<file path="config.mk">
export PLATFORM = sky130hd
export DESIGN_NAME = lsd_top
export DESIGN_NICKNAME = d
export VERILOG_FILES = /design/src/logic/lsd_pkg.sv /design/src/logic/lsd_top.sv /design/src/logic/lsd_sync.sv
export SDC_FILE = /design/constraint.sdc
export NUM_CORES = 1
export LEC_CHECK = 0
export ABC_CLOCK_PERIOD_IN_PS = 9700
export BUFFER_PORTS_ARGS = -buffer_cell sky130_fd_sc_hd__buf_2
export CORE_AREA = 2 2 141 143
export DETAILED_ROUTE_END_ITERATION = 6
export DIE_AREA = 0 0 143 145
export PLACE_DENSITY_LB_ADDON = 0.08
export SLEW_MARGIN = 20
export SYNTH_ARGS = -nofsm -noshare
export SYNTH_HDL_FRONTEND = slang
export SYNTH_SLANG_ARGS = --single-unit
</file>
<file path="constraint.sdc">
create_clock -name sys_clk -period 9.7 [get_ports sys_clk]
set_clock_uncertainty 0.2 [all_clocks]
set_input_delay 1.455 -clock sys_clk [delete_from_list [all_inputs] [get_ports sys_clk]]
set_output_delay 1.455 -clock sys_clk [all_outputs]
set_load 0.05 [all_outputs]
</file>
<file path="src/logic/lsd_pkg.sv">
package lsd_pkg;

	// ==========================================================
	// Timing
	localparam int CLK_HZ = 125_000_000;
	localparam int OSC_HZ = 40_960;
	localparam logic [11:0] OSC_DIV_LAST = 12'(CLK_HZ / OSC_HZ - 1);

	// ==========================================================
	// Display geometry and reset values
	localparam logic [5:0] RAM_LAST = 6'h22;
	localparam int RAM_WORDS = 35;
	localparam int SEG_FIRST = 4;
	localparam int SEG_N = 27;
	localparam int COM_N = 4;
	localparam logic [3:0] BITS_NIBBLE = 4'h4;
	localparam logic [3:0] BITS_BYTE = 4'h8;
	localparam logic [1:0] FRAME_RATE_RST = 2'h0;
	localparam logic [1:0] STRENGTH_RST = 2'h2;
	localparam logic [1:0] FLASH_RST = 2'h0;
	localparam logic [4:0] SYNC_INIT = 5'h11;

	// Source ticks per common line: a frame is four of these
	localparam logic [7:0] QTR_80 = 8'h80;
	localparam logic [7:0] QTR_71 = 8'h90;
	localparam logic [7:0] QTR_64 = 8'ha2;
	localparam logic [7:0] QTR_53 = 8'hc0;

	// Frames per blink half period
	localparam logic [7:0] FLASH_HALF_2HZ = 8'h14;
	localparam logic [7:0] FLASH_HALF_1HZ = 8'h28;
	localparam logic [7:0] FLASH_HALF_05HZ = 8'h50;

	// ==========================================================
	// Types
	typedef enum logic [1:0] {
		LSD_LINK_IDLE = 2'b00,
		LSD_LINK_CMD = 2'b01,
		LSD_LINK_DATA = 2'b10
	} lsd_link_e;

	typedef enum logic [2:0] {
		LSD_CMD_NONE = 3'b000,
		LSD_CMD_MODE = 3'b001,
		LSD_CMD_PTR = 3'b010,
		LSD_CMD_DRIVE = 3'b011,
		LSD_CMD_CHIP = 3'b100,
		LSD_CMD_FLASH = 3'b101,
		LSD_CMD_PANEL = 3'b110
	} lsd_cmd_e;

	// ==========================================================
	// Functions
	function automatic lsd_cmd_e lsd_cmd_kind(input logic [7:0] b);
		lsd_cmd_e k;
		k = LSD_CMD_NONE;
		casez (b[6:2])
			5'b00???: k = LSD_CMD_PTR;
			5'b01???: k = LSD_CMD_DRIVE;
			5'b10???: k = LSD_CMD_MODE;
			5'b1101?: k = LSD_CMD_CHIP;
			5'b1110?: k = LSD_CMD_FLASH;
			5'b11111: k = LSD_CMD_PANEL;
			default: k = LSD_CMD_NONE;
		endcase
		return k;
	endfunction : lsd_cmd_kind

	function automatic logic [5:0] lsd_addr_fix(input logic [5:0] a);
		return (a > RAM_LAST) ? 6'h00 : a;
	endfunction : lsd_addr_fix

	function automatic logic [7:0] lsd_qtr_len(input logic [1:0] rate);
		logic [7:0] q;
		q = QTR_80;
		case (rate)
			2'h1: q = QTR_71;
			2'h2: q = QTR_64;
			2'h3: q = QTR_53;
			default: q = QTR_80;
		endcase
		return q;
	endfunction : lsd_qtr_len

endpackage : lsd_pkg

</file>
<file path="src/logic/lsd_top.sv">
`timescale 1ns/1ps
// How it works
// - Command bit 7 low means data follows
// - Drive mode sets panel on and bias
// - Panel off stops outputs at the end of the current frame
// - RAM pointer loads low five address bits
// - Address resets zero, invalid loads force zero
// - Address MSB bit stored, applied at next pointer load
// - Address auto-increments, wraps after 22h
// - Frame rate selects 512..768 source clocks
// - Drive field selects line or frame inversion
// - Drive field selects drive strength setting
// - Chip operation holds MSB, reset, clock source
// - Software reset restores initial state, except RAM and clock source
// - Clock source internal or external pin
// - Blink rate off, 0.5, 1, 2 Hz
// - Whole panel forces lit or dark
// - Override only when on; dark wins
// - State undefined until initialised
// - Bits on rising clock, byte on falling
// - Data mode holds until select rises
// - Partial nibble or command byte discarded
// - Software reset blanks panel, clears address
module lsd_top (
	input wire logic sys_clk,
	input wire logic sys_rst,
	input wire logic clk_en,
	input wire logic chip_select_n,
	input wire logic serial_clk,
	input wire logic serial_data,
	input wire logic external_clock_pin,
	input wire logic blank_input_n,
	output logic [26:0] seg_out,
	output logic [3:0] com_out,
	output logic panel_drive,
	output logic drive_polarity,
	output logic panel_on,
	output logic bias_half,
	output logic frame_inversion,
	output logic [1:0] frame_rate,
	output logic [1:0] drive_strength,
	output logic clock_source_ext,
	output logic [1:0] flash_rate,
	output logic force_all_lit,
	output logic force_all_dark,
	output logic [5:0] ram_addr
);

	// ==========================================================
	// Input synchronisers
	logic [4:0] s_in;
	logic cs_high, s_sclk, s_sd, s_ext, s_blank_n;

	lsd_sync #(.W(5), .INIT(lsd_pkg::SYNC_INIT)) u_sync (
		.sys_clk(sys_clk),
		.sys_rst(sys_rst),
		.clk_en(clk_en),
		.async_in({blank_input_n, external_clock_pin, serial_data, serial_clk, chip_select_n}),
		.sync_out(s_in)
	);

	assign cs_high = s_in[0];
	assign s_sclk = s_in[1];
	assign s_sd = s_in[2];
	assign s_ext = s_in[3];
	assign s_blank_n = s_in[4];

	// ==========================================================
	// Link and command state
	lsd_pkg::lsd_link_e link_mode, next_link_mode, mode_now;
	logic [3:0] bit_cnt, next_bit_cnt;
	logic [7:0] shreg, next_shreg;
	logic sclk_d, sclk_rise, sclk_fall;
	logic addr_msb, next_addr_msb;
	logic sw_pulse, next_sw_pulse;
	logic next_panel_on, next_bias_half, next_frame_inversion, next_clock_source_ext;
	logic next_force_all_lit, next_force_all_dark;
	logic [1:0] next_frame_rate, next_drive_strength, next_flash_rate;
	logic [5:0] next_ram_addr;
	logic [3:0] ram [lsd_pkg::RAM_WORDS];
	logic [3:0] next_ram [lsd_pkg::RAM_WORDS];
	logic cmd_strobe, nib_commit;
	lsd_pkg::lsd_cmd_e cmd_kind;

	assign sclk_rise = s_sclk & ~sclk_d;
	assign sclk_fall = ~s_sclk & sclk_d;
	assign mode_now = (link_mode == lsd_pkg::LSD_LINK_IDLE) ? lsd_pkg::LSD_LINK_CMD : link_mode;
	assign cmd_strobe = ~cs_high & sclk_fall & (mode_now != lsd_pkg::LSD_LINK_DATA)
		& (bit_cnt == lsd_pkg::BITS_BYTE);
	assign nib_commit = ~cs_high & sclk_fall & (mode_now == lsd_pkg::LSD_LINK_DATA)
		& ((bit_cnt == lsd_pkg::BITS_NIBBLE) | (bit_cnt == lsd_pkg::BITS_BYTE));
	assign cmd_kind = lsd_pkg::lsd_cmd_kind(shreg);

	always_comb
	begin
		next_link_mode = link_mode;
		next_bit_cnt = bit_cnt;
		next_shreg = shreg;
		next_addr_msb = addr_msb;
		next_sw_pulse = 1'b0;
		next_panel_on = panel_on;
		next_bias_half = bias_half;
		next_frame_inversion = frame_inversion;
		next_clock_source_ext = clock_source_ext;
		next_force_all_lit = force_all_lit;
		next_force_all_dark = force_all_dark;
		next_frame_rate = frame_rate;
		next_drive_strength = drive_strength;
		next_flash_rate = flash_rate;
		next_ram_addr = ram_addr;
		next_ram = ram;
		if (cs_high)
		begin
			next_link_mode = lsd_pkg::LSD_LINK_IDLE;
			next_bit_cnt = 4'h0;
		end
		else
		begin
			next_link_mode = mode_now;
			if (sclk_rise)
			begin
				next_shreg = {shreg[6:0], s_sd};
				next_bit_cnt = bit_cnt + 4'h1;
			end
			else if (nib_commit)
			begin
				next_ram[ram_addr] = shreg[3:0];
				next_ram_addr = (ram_addr == lsd_pkg::RAM_LAST) ? 6'h00 : ram_addr + 6'h01;
				if (bit_cnt == lsd_pkg::BITS_BYTE)
					next_bit_cnt = 4'h0;
			end
			else if (cmd_strobe)
			begin
				next_bit_cnt = 4'h0;
				if (!shreg[7])
					next_link_mode = lsd_pkg::LSD_LINK_DATA;
				case (cmd_kind)
					lsd_pkg::LSD_CMD_MODE:
					begin
						next_panel_on = shreg[3];
						next_bias_half = shreg[2];
					end
					lsd_pkg::LSD_CMD_PTR:
						next_ram_addr = lsd_pkg::lsd_addr_fix({addr_msb, shreg[4:0]});
					lsd_pkg::LSD_CMD_DRIVE:
					begin
						next_frame_rate = shreg[4:3];
						next_frame_inversion = shreg[2];
						next_drive_strength = shreg[1:0];
					end
					lsd_pkg::LSD_CMD_CHIP:
					begin
						next_clock_source_ext = shreg[0];
						if (shreg[1])
						begin
							next_sw_pulse = 1'b1;
							next_addr_msb = 1'b0;
							next_panel_on = 1'b0;
							next_ram_addr = 6'h00;
							next_bias_half = 1'b0;
							next_frame_inversion = 1'b0;
							next_frame_rate = lsd_pkg::FRAME_RATE_RST;
							next_drive_strength = lsd_pkg::STRENGTH_RST;
							next_flash_rate = lsd_pkg::FLASH_RST;
							next_force_all_lit = 1'b0;
							next_force_all_dark = 1'b0;
						end
						else
							next_addr_msb = shreg[2];
					end
					lsd_pkg::LSD_CMD_FLASH:
						next_flash_rate = shreg[1:0];
					lsd_pkg::LSD_CMD_PANEL:
					begin
						next_force_all_lit = shreg[1];
						next_force_all_dark = shreg[0];
					end
					default:
						next_bit_cnt = 4'h0;
				endcase
			end
		end
	end

	always_ff @(posedge sys_clk or posedge sys_rst)
	begin
		if (sys_rst)
		begin
			link_mode <= lsd_pkg::LSD_LINK_IDLE;
			bit_cnt <= 4'h0;
			shreg <= 8'h00;
			sclk_d <= 1'b0;
			addr_msb <= 1'b0;
			sw_pulse <= 1'b0;
			panel_on <= 1'b0;
			bias_half <= 1'b0;
			frame_inversion <= 1'b0;
			clock_source_ext <= 1'b0;
			force_all_lit <= 1'b0;
			force_all_dark <= 1'b0;
			frame_rate <= lsd_pkg::FRAME_RATE_RST;
			drive_strength <= lsd_pkg::STRENGTH_RST;
			flash_rate <= lsd_pkg::FLASH_RST;
			ram_addr <= 6'h00;
			for (int i = 0; i < lsd_pkg::RAM_WORDS; i++)
				ram[i] <= 4'h0;
		end
		else if (clk_en)
		begin
			link_mode <= next_link_mode;
			bit_cnt <= next_bit_cnt;
			shreg <= next_shreg;
			sclk_d <= s_sclk;
			addr_msb <= next_addr_msb;
			sw_pulse <= next_sw_pulse;
			panel_on <= next_panel_on;
			bias_half <= next_bias_half;
			frame_inversion <= next_frame_inversion;
			clock_source_ext <= next_clock_source_ext;
			force_all_lit <= next_force_all_lit;
			force_all_dark <= next_force_all_dark;
			frame_rate <= next_frame_rate;
			drive_strength <= next_drive_strength;
			flash_rate <= next_flash_rate;
			ram_addr <= next_ram_addr;
			ram <= next_ram;
		end
	end

	// ==========================================================
	// Frame scan, blink and drive outputs
	logic [11:0] osc_cnt, next_osc_cnt;
	logic ext_d, src_tick, frame_end;
	logic [7:0] qtr_cnt, next_qtr_cnt;
	logic [1:0] com_idx, next_com_idx;
	logic frame_par, next_frame_par;
	logic drive_active, next_drive_active;
	logic [7:0] blink_cnt, next_blink_cnt, blink_half;
	logic blink_phase, next_blink_phase;
	logic pol, en, pix;
	logic [26:0] next_seg;
	logic [3:0] next_com;

	assign src_tick = clock_source_ext ? (s_ext & ~ext_d) : (osc_cnt == lsd_pkg::OSC_DIV_LAST);
	assign frame_end = src_tick & (qtr_cnt >= lsd_pkg::lsd_qtr_len(frame_rate) - 8'h01)
		& (com_idx == 2'h3);

	always_comb
	begin
		next_osc_cnt = (osc_cnt == lsd_pkg::OSC_DIV_LAST) ? 12'h000 : osc_cnt + 12'h001;
		next_qtr_cnt = qtr_cnt;
		next_com_idx = com_idx;
		next_frame_par = frame_par;
		next_blink_cnt = blink_cnt;
		next_blink_phase = blink_phase;
		blink_half = lsd_pkg::FLASH_HALF_05HZ;
		pix = 1'b0;
		case (flash_rate)
			2'h2: blink_half = lsd_pkg::FLASH_HALF_1HZ;
			2'h3: blink_half = lsd_pkg::FLASH_HALF_2HZ;
			default: blink_half = lsd_pkg::FLASH_HALF_05HZ;
		endcase
		if (src_tick)
		begin
			if (qtr_cnt >= lsd_pkg::lsd_qtr_len(frame_rate) - 8'h01)
			begin
				next_qtr_cnt = 8'h00;
				next_com_idx = com_idx + 2'h1;
			end
			else
				next_qtr_cnt = qtr_cnt + 8'h01;
		end
		if (frame_end)
		begin
			next_frame_par = ~frame_par;
			if (blink_cnt + 8'h01 >= blink_half)
			begin
				next_blink_cnt = 8'h00;
				next_blink_phase = ~blink_phase;
			end
			else
				next_blink_cnt = blink_cnt + 8'h01;
		end
		if (flash_rate == 2'h0)
		begin
			next_blink_cnt = 8'h00;
			next_blink_phase = 1'b0;
		end
		if (sw_pulse)
			next_drive_active = 1'b0;
		else if (panel_on)
			next_drive_active = 1'b1;
		else if (frame_end)
			next_drive_active = 1'b0;
		else
			next_drive_active = drive_active;
		pol = frame_inversion ? frame_par : (frame_par ^ com_idx[0]);
		en = drive_active & s_blank_n;
		for (int i = 0; i < lsd_pkg::SEG_N; i++)
		begin
			pix = ram[i + lsd_pkg::SEG_FIRST][com_idx];
			if (force_all_dark)
				pix = 1'b0;
			else if (force_all_lit)
				pix = 1'b1;
			if (blink_phase)
				pix = 1'b0;
			next_seg[i] = en & (pix ^ pol);
		end
		next_com = en ? ((4'h1 << com_idx) ^ {lsd_pkg::COM_N{pol}}) : 4'h0;
	end

	always_ff @(posedge sys_clk or posedge sys_rst)
	begin
		if (sys_rst)
		begin
			osc_cnt <= 12'h000;
			ext_d <= 1'b0;
			qtr_cnt <= 8'h00;
			com_idx <= 2'h0;
			frame_par <= 1'b0;
			drive_active <= 1'b0;
			blink_cnt <= 8'h00;
			blink_phase <= 1'b0;
			seg_out <= 27'h0000000;
			com_out <= 4'h0;
			panel_drive <= 1'b0;
			drive_polarity <= 1'b0;
		end
		else if (clk_en)
		begin
			osc_cnt <= next_osc_cnt;
			ext_d <= s_ext;
			qtr_cnt <= next_qtr_cnt;
			com_idx <= next_com_idx;
			frame_par <= next_frame_par;
			drive_active <= next_drive_active;
			blink_cnt <= next_blink_cnt;
			blink_phase <= next_blink_phase;
			seg_out <= next_seg;
			com_out <= next_com;
			panel_drive <= en;
			drive_polarity <= en & pol;
		end
	end

	// ==========================================================
	// Assertions
	a_addr_range: assert property (@(posedge sys_clk) disable iff (sys_rst || !clk_en)
		ram_addr <= lsd_pkg::RAM_LAST) else $error("RAM address out of range");
	a_addr_wrap: assert property (@(posedge sys_clk) disable iff (sys_rst || !clk_en)
		nib_commit && ram_addr == lsd_pkg::RAM_LAST |=> ram_addr == 6'h00) else $error("No wrap");
	a_addr_step: assert property (@(posedge sys_clk) disable iff (sys_rst || !clk_en)
		nib_commit && ram_addr != lsd_pkg::RAM_LAST |=> ram_addr == $past(ram_addr) + 6'h01)
		else $error("No increment");
	a_ptr_load: assert property (@(posedge sys_clk) disable iff (sys_rst || !clk_en)
		cmd_strobe && cmd_kind == lsd_pkg::LSD_CMD_PTR
		|=> ram_addr == lsd_pkg::lsd_addr_fix({$past(addr_msb), $past(shreg[4:0])}))
		else $error("Pointer load wrong");
	a_addr_hold: assert property (@(posedge sys_clk) disable iff (sys_rst || !clk_en)
		!nib_commit && !cmd_strobe |=> $stable(ram_addr)) else $error("Address moved");
	a_cs_clear: assert property (@(posedge sys_clk) disable iff (sys_rst || !clk_en)
		cs_high |=> bit_cnt == 4'h0 && link_mode == lsd_pkg::LSD_LINK_IDLE)
		else $error("Select high did not clear link");
	a_data_sticky: assert property (@(posedge sys_clk) disable iff (sys_rst || !clk_en)
		link_mode == lsd_pkg::LSD_LINK_DATA && !cs_high |=> link_mode == lsd_pkg::LSD_LINK_DATA)
		else $error("Left data mode");
	a_off_waits: assert property (@(posedge sys_clk) disable iff (sys_rst || !clk_en)
		drive_active && !panel_on && !frame_end && !sw_pulse |=> drive_active)
		else $error("Panel stopped before frame end");
	a_off_dark: assert property (@(posedge sys_clk) disable iff (sys_rst || !clk_en)
		!drive_active ##1 1 |-> seg_out == 27'h0000000 && com_out == 4'h0)
		else $error("Outputs active while off");
	a_dark_wins: assert property (@(posedge sys_clk) disable iff (sys_rst || !clk_en)
		force_all_dark && force_all_lit && drive_active && s_blank_n
		|=> seg_out == {lsd_pkg::SEG_N{drive_polarity}}) else $error("Dark did not win");
	a_soft_reset: assert property (@(posedge sys_clk) disable iff (sys_rst || !clk_en)
		cmd_strobe && cmd_kind == lsd_pkg::LSD_CMD_CHIP && shreg[1]
		|=> !panel_on && ram_addr == 6'h00 && !addr_msb ##1 !drive_active)
		else $error("Software reset incomplete");

endmodule : lsd_top

</file>
<file path="src/logic/lsd_sync.sv">
`timescale 1ns/1ps
module lsd_sync #(
	parameter int W = 5,
	parameter logic [W-1:0] INIT = '0
) (
	input wire logic sys_clk,
	input wire logic sys_rst,
	input wire logic clk_en,
	input wire logic [W-1:0] async_in,
	output logic [W-1:0] sync_out
);

	// ==========================================================
	// Two-stage synchroniser
	logic [W-1:0] stage1;

	always_ff @(posedge sys_clk or posedge sys_rst)
	begin
		if (sys_rst)
		begin
			stage1 <= INIT;
			sync_out <= INIT;
		end
		else if (clk_en)
		begin
			stage1 <= async_in;
			sync_out <= stage1;
		end
	end

endmodule : lsd_sync

</file>
# Yosys cells after proc, flatten, opt, wreduce, memory -nomap -nowiden
# Cells that the tools add are included.
dict set report word_totals {
  n_memories 0
  latchBits 0
  rom_bits 0
  out_inout_bits 51
  wordCells 405
  reg_bits 252
  ram_bits 0
  inputBits 8
}
dict set report classes {
  shifts 1
  bitwise 78
  n_eq_ne 26
  add_sub_neg 8
  multipliers 0
  div_mod_pow 0
  muxes 191
  n_reduce_logical 29
  n_lt_le_gt_ge 7
}
# cell n
set op_table {}
lappend op_table {{$bwmux W140} 1}
lappend op_table {{$mux W1} 124}
lappend op_table {{$bmux W1 S2} 27}
lappend op_table {{$mux W8} 5}
lappend op_table {{$and A1 B1 Y1} 39}
lappend op_table {{$mux W6} 5}
lappend op_table {{$mux W4} 7}
lappend op_table {{$reduce_and A7 Y1} 4}
lappend op_table {{$xor A1 B1 Y1} 28}
lappend op_table {{$demux W4 S6} 1}
lappend op_table {{$ge A8 B8 Y1} 3}
lappend op_table {{$pmux W7 S3} 1}
lappend op_table {{$pmux W3 S6} 1}
lappend op_table {{$add A8 B1 Y8 const B} 2}
lappend op_table {{$mux W2} 8}
lappend op_table {{$sub A8 B1 Y8 const B} 2}
lappend op_table {{$eq A2 B2 Y1 const B} 7}
lappend op_table {{$pmux W7 S2} 1}
lappend op_table {{$reduce_bool A2 Y1} 7}
lappend op_table {{$add A12 B1 Y12 const B} 1}
lappend op_table {{$eq A12 B12 Y1 const B} 1}
lappend op_table {{$eq A4 B4 Y1 const B} 3}
lappend op_table {{$mux W12} 1}
lappend op_table {{$pmux W2 S2} 3}
lappend op_table {{32 further kinds} 58}

# Longest topological paths before layout
dict set report logic_depth {
  ltp_word 9
  depth_mapped 11
  depth_no_buf 10
}

# Cells and area by module
# From an unflattened synthesis, not the netlist that was laid out.
dict set report unflattened {
  cells_unflattened 896
  area_unflattened_um2 10790.3
}
# module area_each_um2 cells_per_inst seq_area_each_um2 instances
set by_module_without_submodules {}
lappend by_module_without_submodules {lsd_top 10369.9 874 5256.3 1}
lappend by_module_without_submodules {lsd_sync 420.4 22 255.2 1}

# Worst setup path after synthesis
# Ideal clock, no wire load.
dict set report synth_path {
  path_kind {input-to-reg}
  from {input port clk_en}
  to {register ram[24] (netlist bit)}
  arrival_ns 2.641
  setup_slack_ns 6.735
  path_stages 4
  cell_sequence {nor2b_1 -> nand4_1 -> nor2b_1 -> mux2_2}
}
dict set report synth_between {
  elab_chain_cells 1
}
# item line
set synth_rtl {}
lappend synth_rtl {{start: declaration} lsd_top.sv:27} ;# input wire logic clk_en,
lappend synth_rtl {{$reduce_and A4 Y1 (no source line)} --}
lappend synth_rtl {{end signal: assignment} lsd_top.sv:226} ;# ram <= next_ram;
lappend synth_rtl {{end: declaration} lsd_top.sv:80} ;# logic [3:0] ram [lsd_pkg::RAM_WORDS];
# Every way passes these cells.
# A chain may end at the register's enable or synchronous reset.

# Final worst setup path
dict set report layout_path {
  from {register force_all_lit}
  to {output port force_all_lit}
}
# item line
set layout_rtl {}
lappend layout_rtl {{start: declaration} lsd_top.sv:44} ;# output logic force_all_lit,
lappend layout_rtl {{start signal: assignment} lsd_top.sv:220} ;# force_all_lit <= next_force_all_lit;
# No word-level cell between the ends.

==> impl_metrics.csv <==
group,metric,value,unit
status,run_status,"completed",
grt,antenna_found_initial,0,
power_and_ir_drop,peakVddDrop,0.0001702,V
final_layout,fin_nets,998,
die,core.rowCount,51,
final_layout,seq_area,5515,um^2
yosys,seq_area_frac_synth,50.96,%
die,io_pins,59,
cts,numClockSinks,220,
cts,cts_buffers,24,
yosys,yosys_warnings,0,
sta,timing.setup.tns,0,ps
job,drv_cap,0,
yosys,syn_inst,925,
sta,slew_headroom,30.59,%
power_and_ir_drop,cellPowerDensity,193.6,nW/um^2
yosys,ys_types,62,
routing,final_antenna_net_count,0,
routing,drt_pass1_iterations,5,
cts,cts-root-buf,"clkbuf_16",
placed_design,dp_hpwl,15880,um
critical_path,r2r-end,"blink_phase",
placed_design,numPortBuffers,58,
yosys,synth_top_family_by_area,"multiplexers",
critical_path,path_class,"flip-flop to primary output",
grt,overflow,0,
cts,ctsHtreeMaxLevel,1,
critical_path,cp_cell_sequence,"buf_2",
routing,wl_per_cell,19.21,um
sta,slew_violations,0,
placed_design,routabilityCongestion,0.8223,
critical_path,timing.rr.start,"blink_cnt[0]",
final_layout,drive_gt1_share,28.44,%
grt,grtUsageTotal,24.29,%
routing,totalWireLength,23930,um
cts,postCtsResizedCells,0,
cts,hold_buffers,0,
sta,setup_viol,0,
routing,vias,7219,
critical_path,critPathSlowestCell,"dfrtp_1",
cts,clkLatencyLatePin,520,ps
yosys,muxShareOfSynthArea,18.88,%
die,initial_utilization,56.31,%
critical_path,slowest_delay,970,ps
yosys,synthXorXnorAreaFrac,4.130,%
yosys,yosys_most_used_dff,"dfrtp_1",
final_layout,syn2layout_area_growth,11.99,%
yosys,ys_seq_elements,220,
yosys,syn_avg_cell_area,11.69,um^2
power_and_ir_drop,p_leak,5.740,nW
hold_path,min_to,"drive_active",
critical_path,cp.arrival,1910,ps
sta,timing.fmax,280.9,MHz
critical_path,cp-end-kind,"primary output",
final_layout,multi_input_area,4886,um^2
grt,grt_pass1_wl,40380,um
routing,routed_via_density,5.794,
routing,drc,0,
cts,path_clk_slew,60,ps
final_layout,n_antenna_cell,0,
critical_path,path_delay_family,"flip-flops",
critical_path,worstPathRequired,8050,ps
cts,ctsLongestPathBuffers,3,
yosys,synth_edf_count,0,
die,dieWidth,143,um
final_layout,final_common_cell,"dfrtp_1",
cts,cts_tree,"done",
power_and_ir_drop,power.total,0.002345,W
critical_path,critPathMaxFanout,29,
hold_path,hold_depth,1,
yosys,syn-num-nets,960,
final_layout,fin_util,63.06,%
yosys,synth-adder-area-share,3.124,%
critical_path,crit_buf_inv,1,
die,core_area,19210,um^2
sta,finalCriticalPeriod,3560,ps
hold_path,min_path_type,"flip-flop to flip-flop",
final_layout,final_cell_mix,"214 x dfrtp_1, 122 x mux2_2, 76 x o21ai_0",
sta,whs,243.2,ps
yosys,synth_compound_area_share,8.422,%
sta,hold_viol,0,
sta,period_share,36.70,%
hold_path,min_from,"sw_pulse",
final_layout,fill_cells,1548,
sta,rsz0062_at_grt,"no",
die,die_h,145,um
cts,post-cts-setup-buffer-count,0,
grt,grt_pass1_vias,7692,
critical_path,rrSetupSlack,6510,ps
sta,worst_pin_slew,1040,ps
critical_path,worstSetupStartpointType,"flip-flop",
yosys,async_flop_share,100.0,%
routing,drt_iter0_markers,386,
die,dieArea,20740,um^2
grt,grt_max_degree,146,
critical_path,r2r_cells,9,
yosys,synth-simple-area-share,10.53,%
yosys,syn_area,10820,um^2
how the worst max path moves through the flow:
stage / start / endpoint / depth (start not counted)
CTS: force_all_lit / force_all_lit / 1
floorplan: sys_rst / addr_msb / 1
finish: force_all_lit / force_all_lit / 1
detailed placement: clk_en / ram[19] / 6
global placement: clk_en / ram[27] / 6
global route: clk_en / ram[19] / 6
report_power, final:
group          switching (W)  internal, W  leakage (nW)
clock network       0.000360     0.000546         0.403
registers          0.0000783     0.000984          2.89
logic               0.000272     0.000105          2.45
per-layer routing:
metal	up-vias	wire, um	share of wire [%]	GRT usage [%]
li1	3349	-	-	-
met4	0	535	2.2	6.436
met1	3705	10580	44	32.54
met2	126	11990	50	41.89
met3	39	824	3.4	2.937
met5	-	0	0	0
final cells by class:
class,count,share of cell area [%]
sequential,220,45.54
multi-input combinational,594,40.34
clock buffer,38,6.395
timing repair buffer,66,2.893
tap,265,2.738
inverter,57,1.829
clock inverter,6,0.2686
cell families after synthesis:
group                      count (synthesis)
AOI/OAI and AO/OA                        154
xor gates and xnor gates                  51
adders and majority gates                 27
buffers and inverters                    111
DFF                                      220
muxes                                    155
and+or+nand+nor                          207
cell usage after synthesis (4+ instances only):
cell | n | area, um^2
nand3_1 | 17 | 85.08
and4b_1 | 4 | 40.04
buf_2 | 9 | 45.04
dfrtp_1 | 215 | 5380
clkbuf_1 | 44 | 165.2
mux4_2 | 27 | 608.1
inv_1 | 57 | 214.0
xor2_1 | 10 | 87.58
nand3b_1 | 6 | 45.04
a22o_1 | 7 | 61.31
o21ai_0 | 76 | 380.4
nand4_1 | 7 | 43.79
nor3_1 | 10 | 50.05
mux2_2 | 122 | 1374
nor2b_1 | 7 | 43.79
nand2b_1 | 8 | 50.05
nand2_1 | 61 | 229.0
ha_1 | 27 | 337.8
o22ai_1 | 32 | 200.2
dfstp_2 | 5 | 131.4
nor2_2 | 4 | 25.02
nor3b_1 | 4 | 30.03
a21o_1 | 5 | 37.54
mux2i_1 | 6 | 60.06
and3_1 | 6 | 37.54
a21oi_1 | 13 | 65.06
nor2_1 | 37 | 138.9
xnor2_1 | 41 | 359.1
nand4b_1 | 4 | 35.03
and2_1 | 7 | 43.79
flip-flops by register name, summed over array words and instances, names as in the netlist, 4 cells and up:
register / cells
seg_out: 27
u_sync.stage1: 5
com_out: 4
osc_cnt: 12
shreg: 8
blink_cnt: 8
bit_cnt: 4
qtr_cnt: 8
ram: 108
ram_addr: 6
u_sync.sync_out: 5
metrics by stage:
| stage | area, um^2 | cells | worst slack, ps |
|---|---|---|---|
| 3_3_place_gp | 11300 | 1202 | 5736 |
| 5_1_grt | 12110 | 1246 | 5975 |
| 2_1_floorplan | 10820 | 925 | 2032 |
| 3_5_place_dp | 11300 | 1202 | 5683 |
| 6_report | 12110 | 1246 | 6140 |
| 4_1_cts | 12110 | 1246 | 6135 |
No activity file was read; power rests on OpenSTA's default activity.
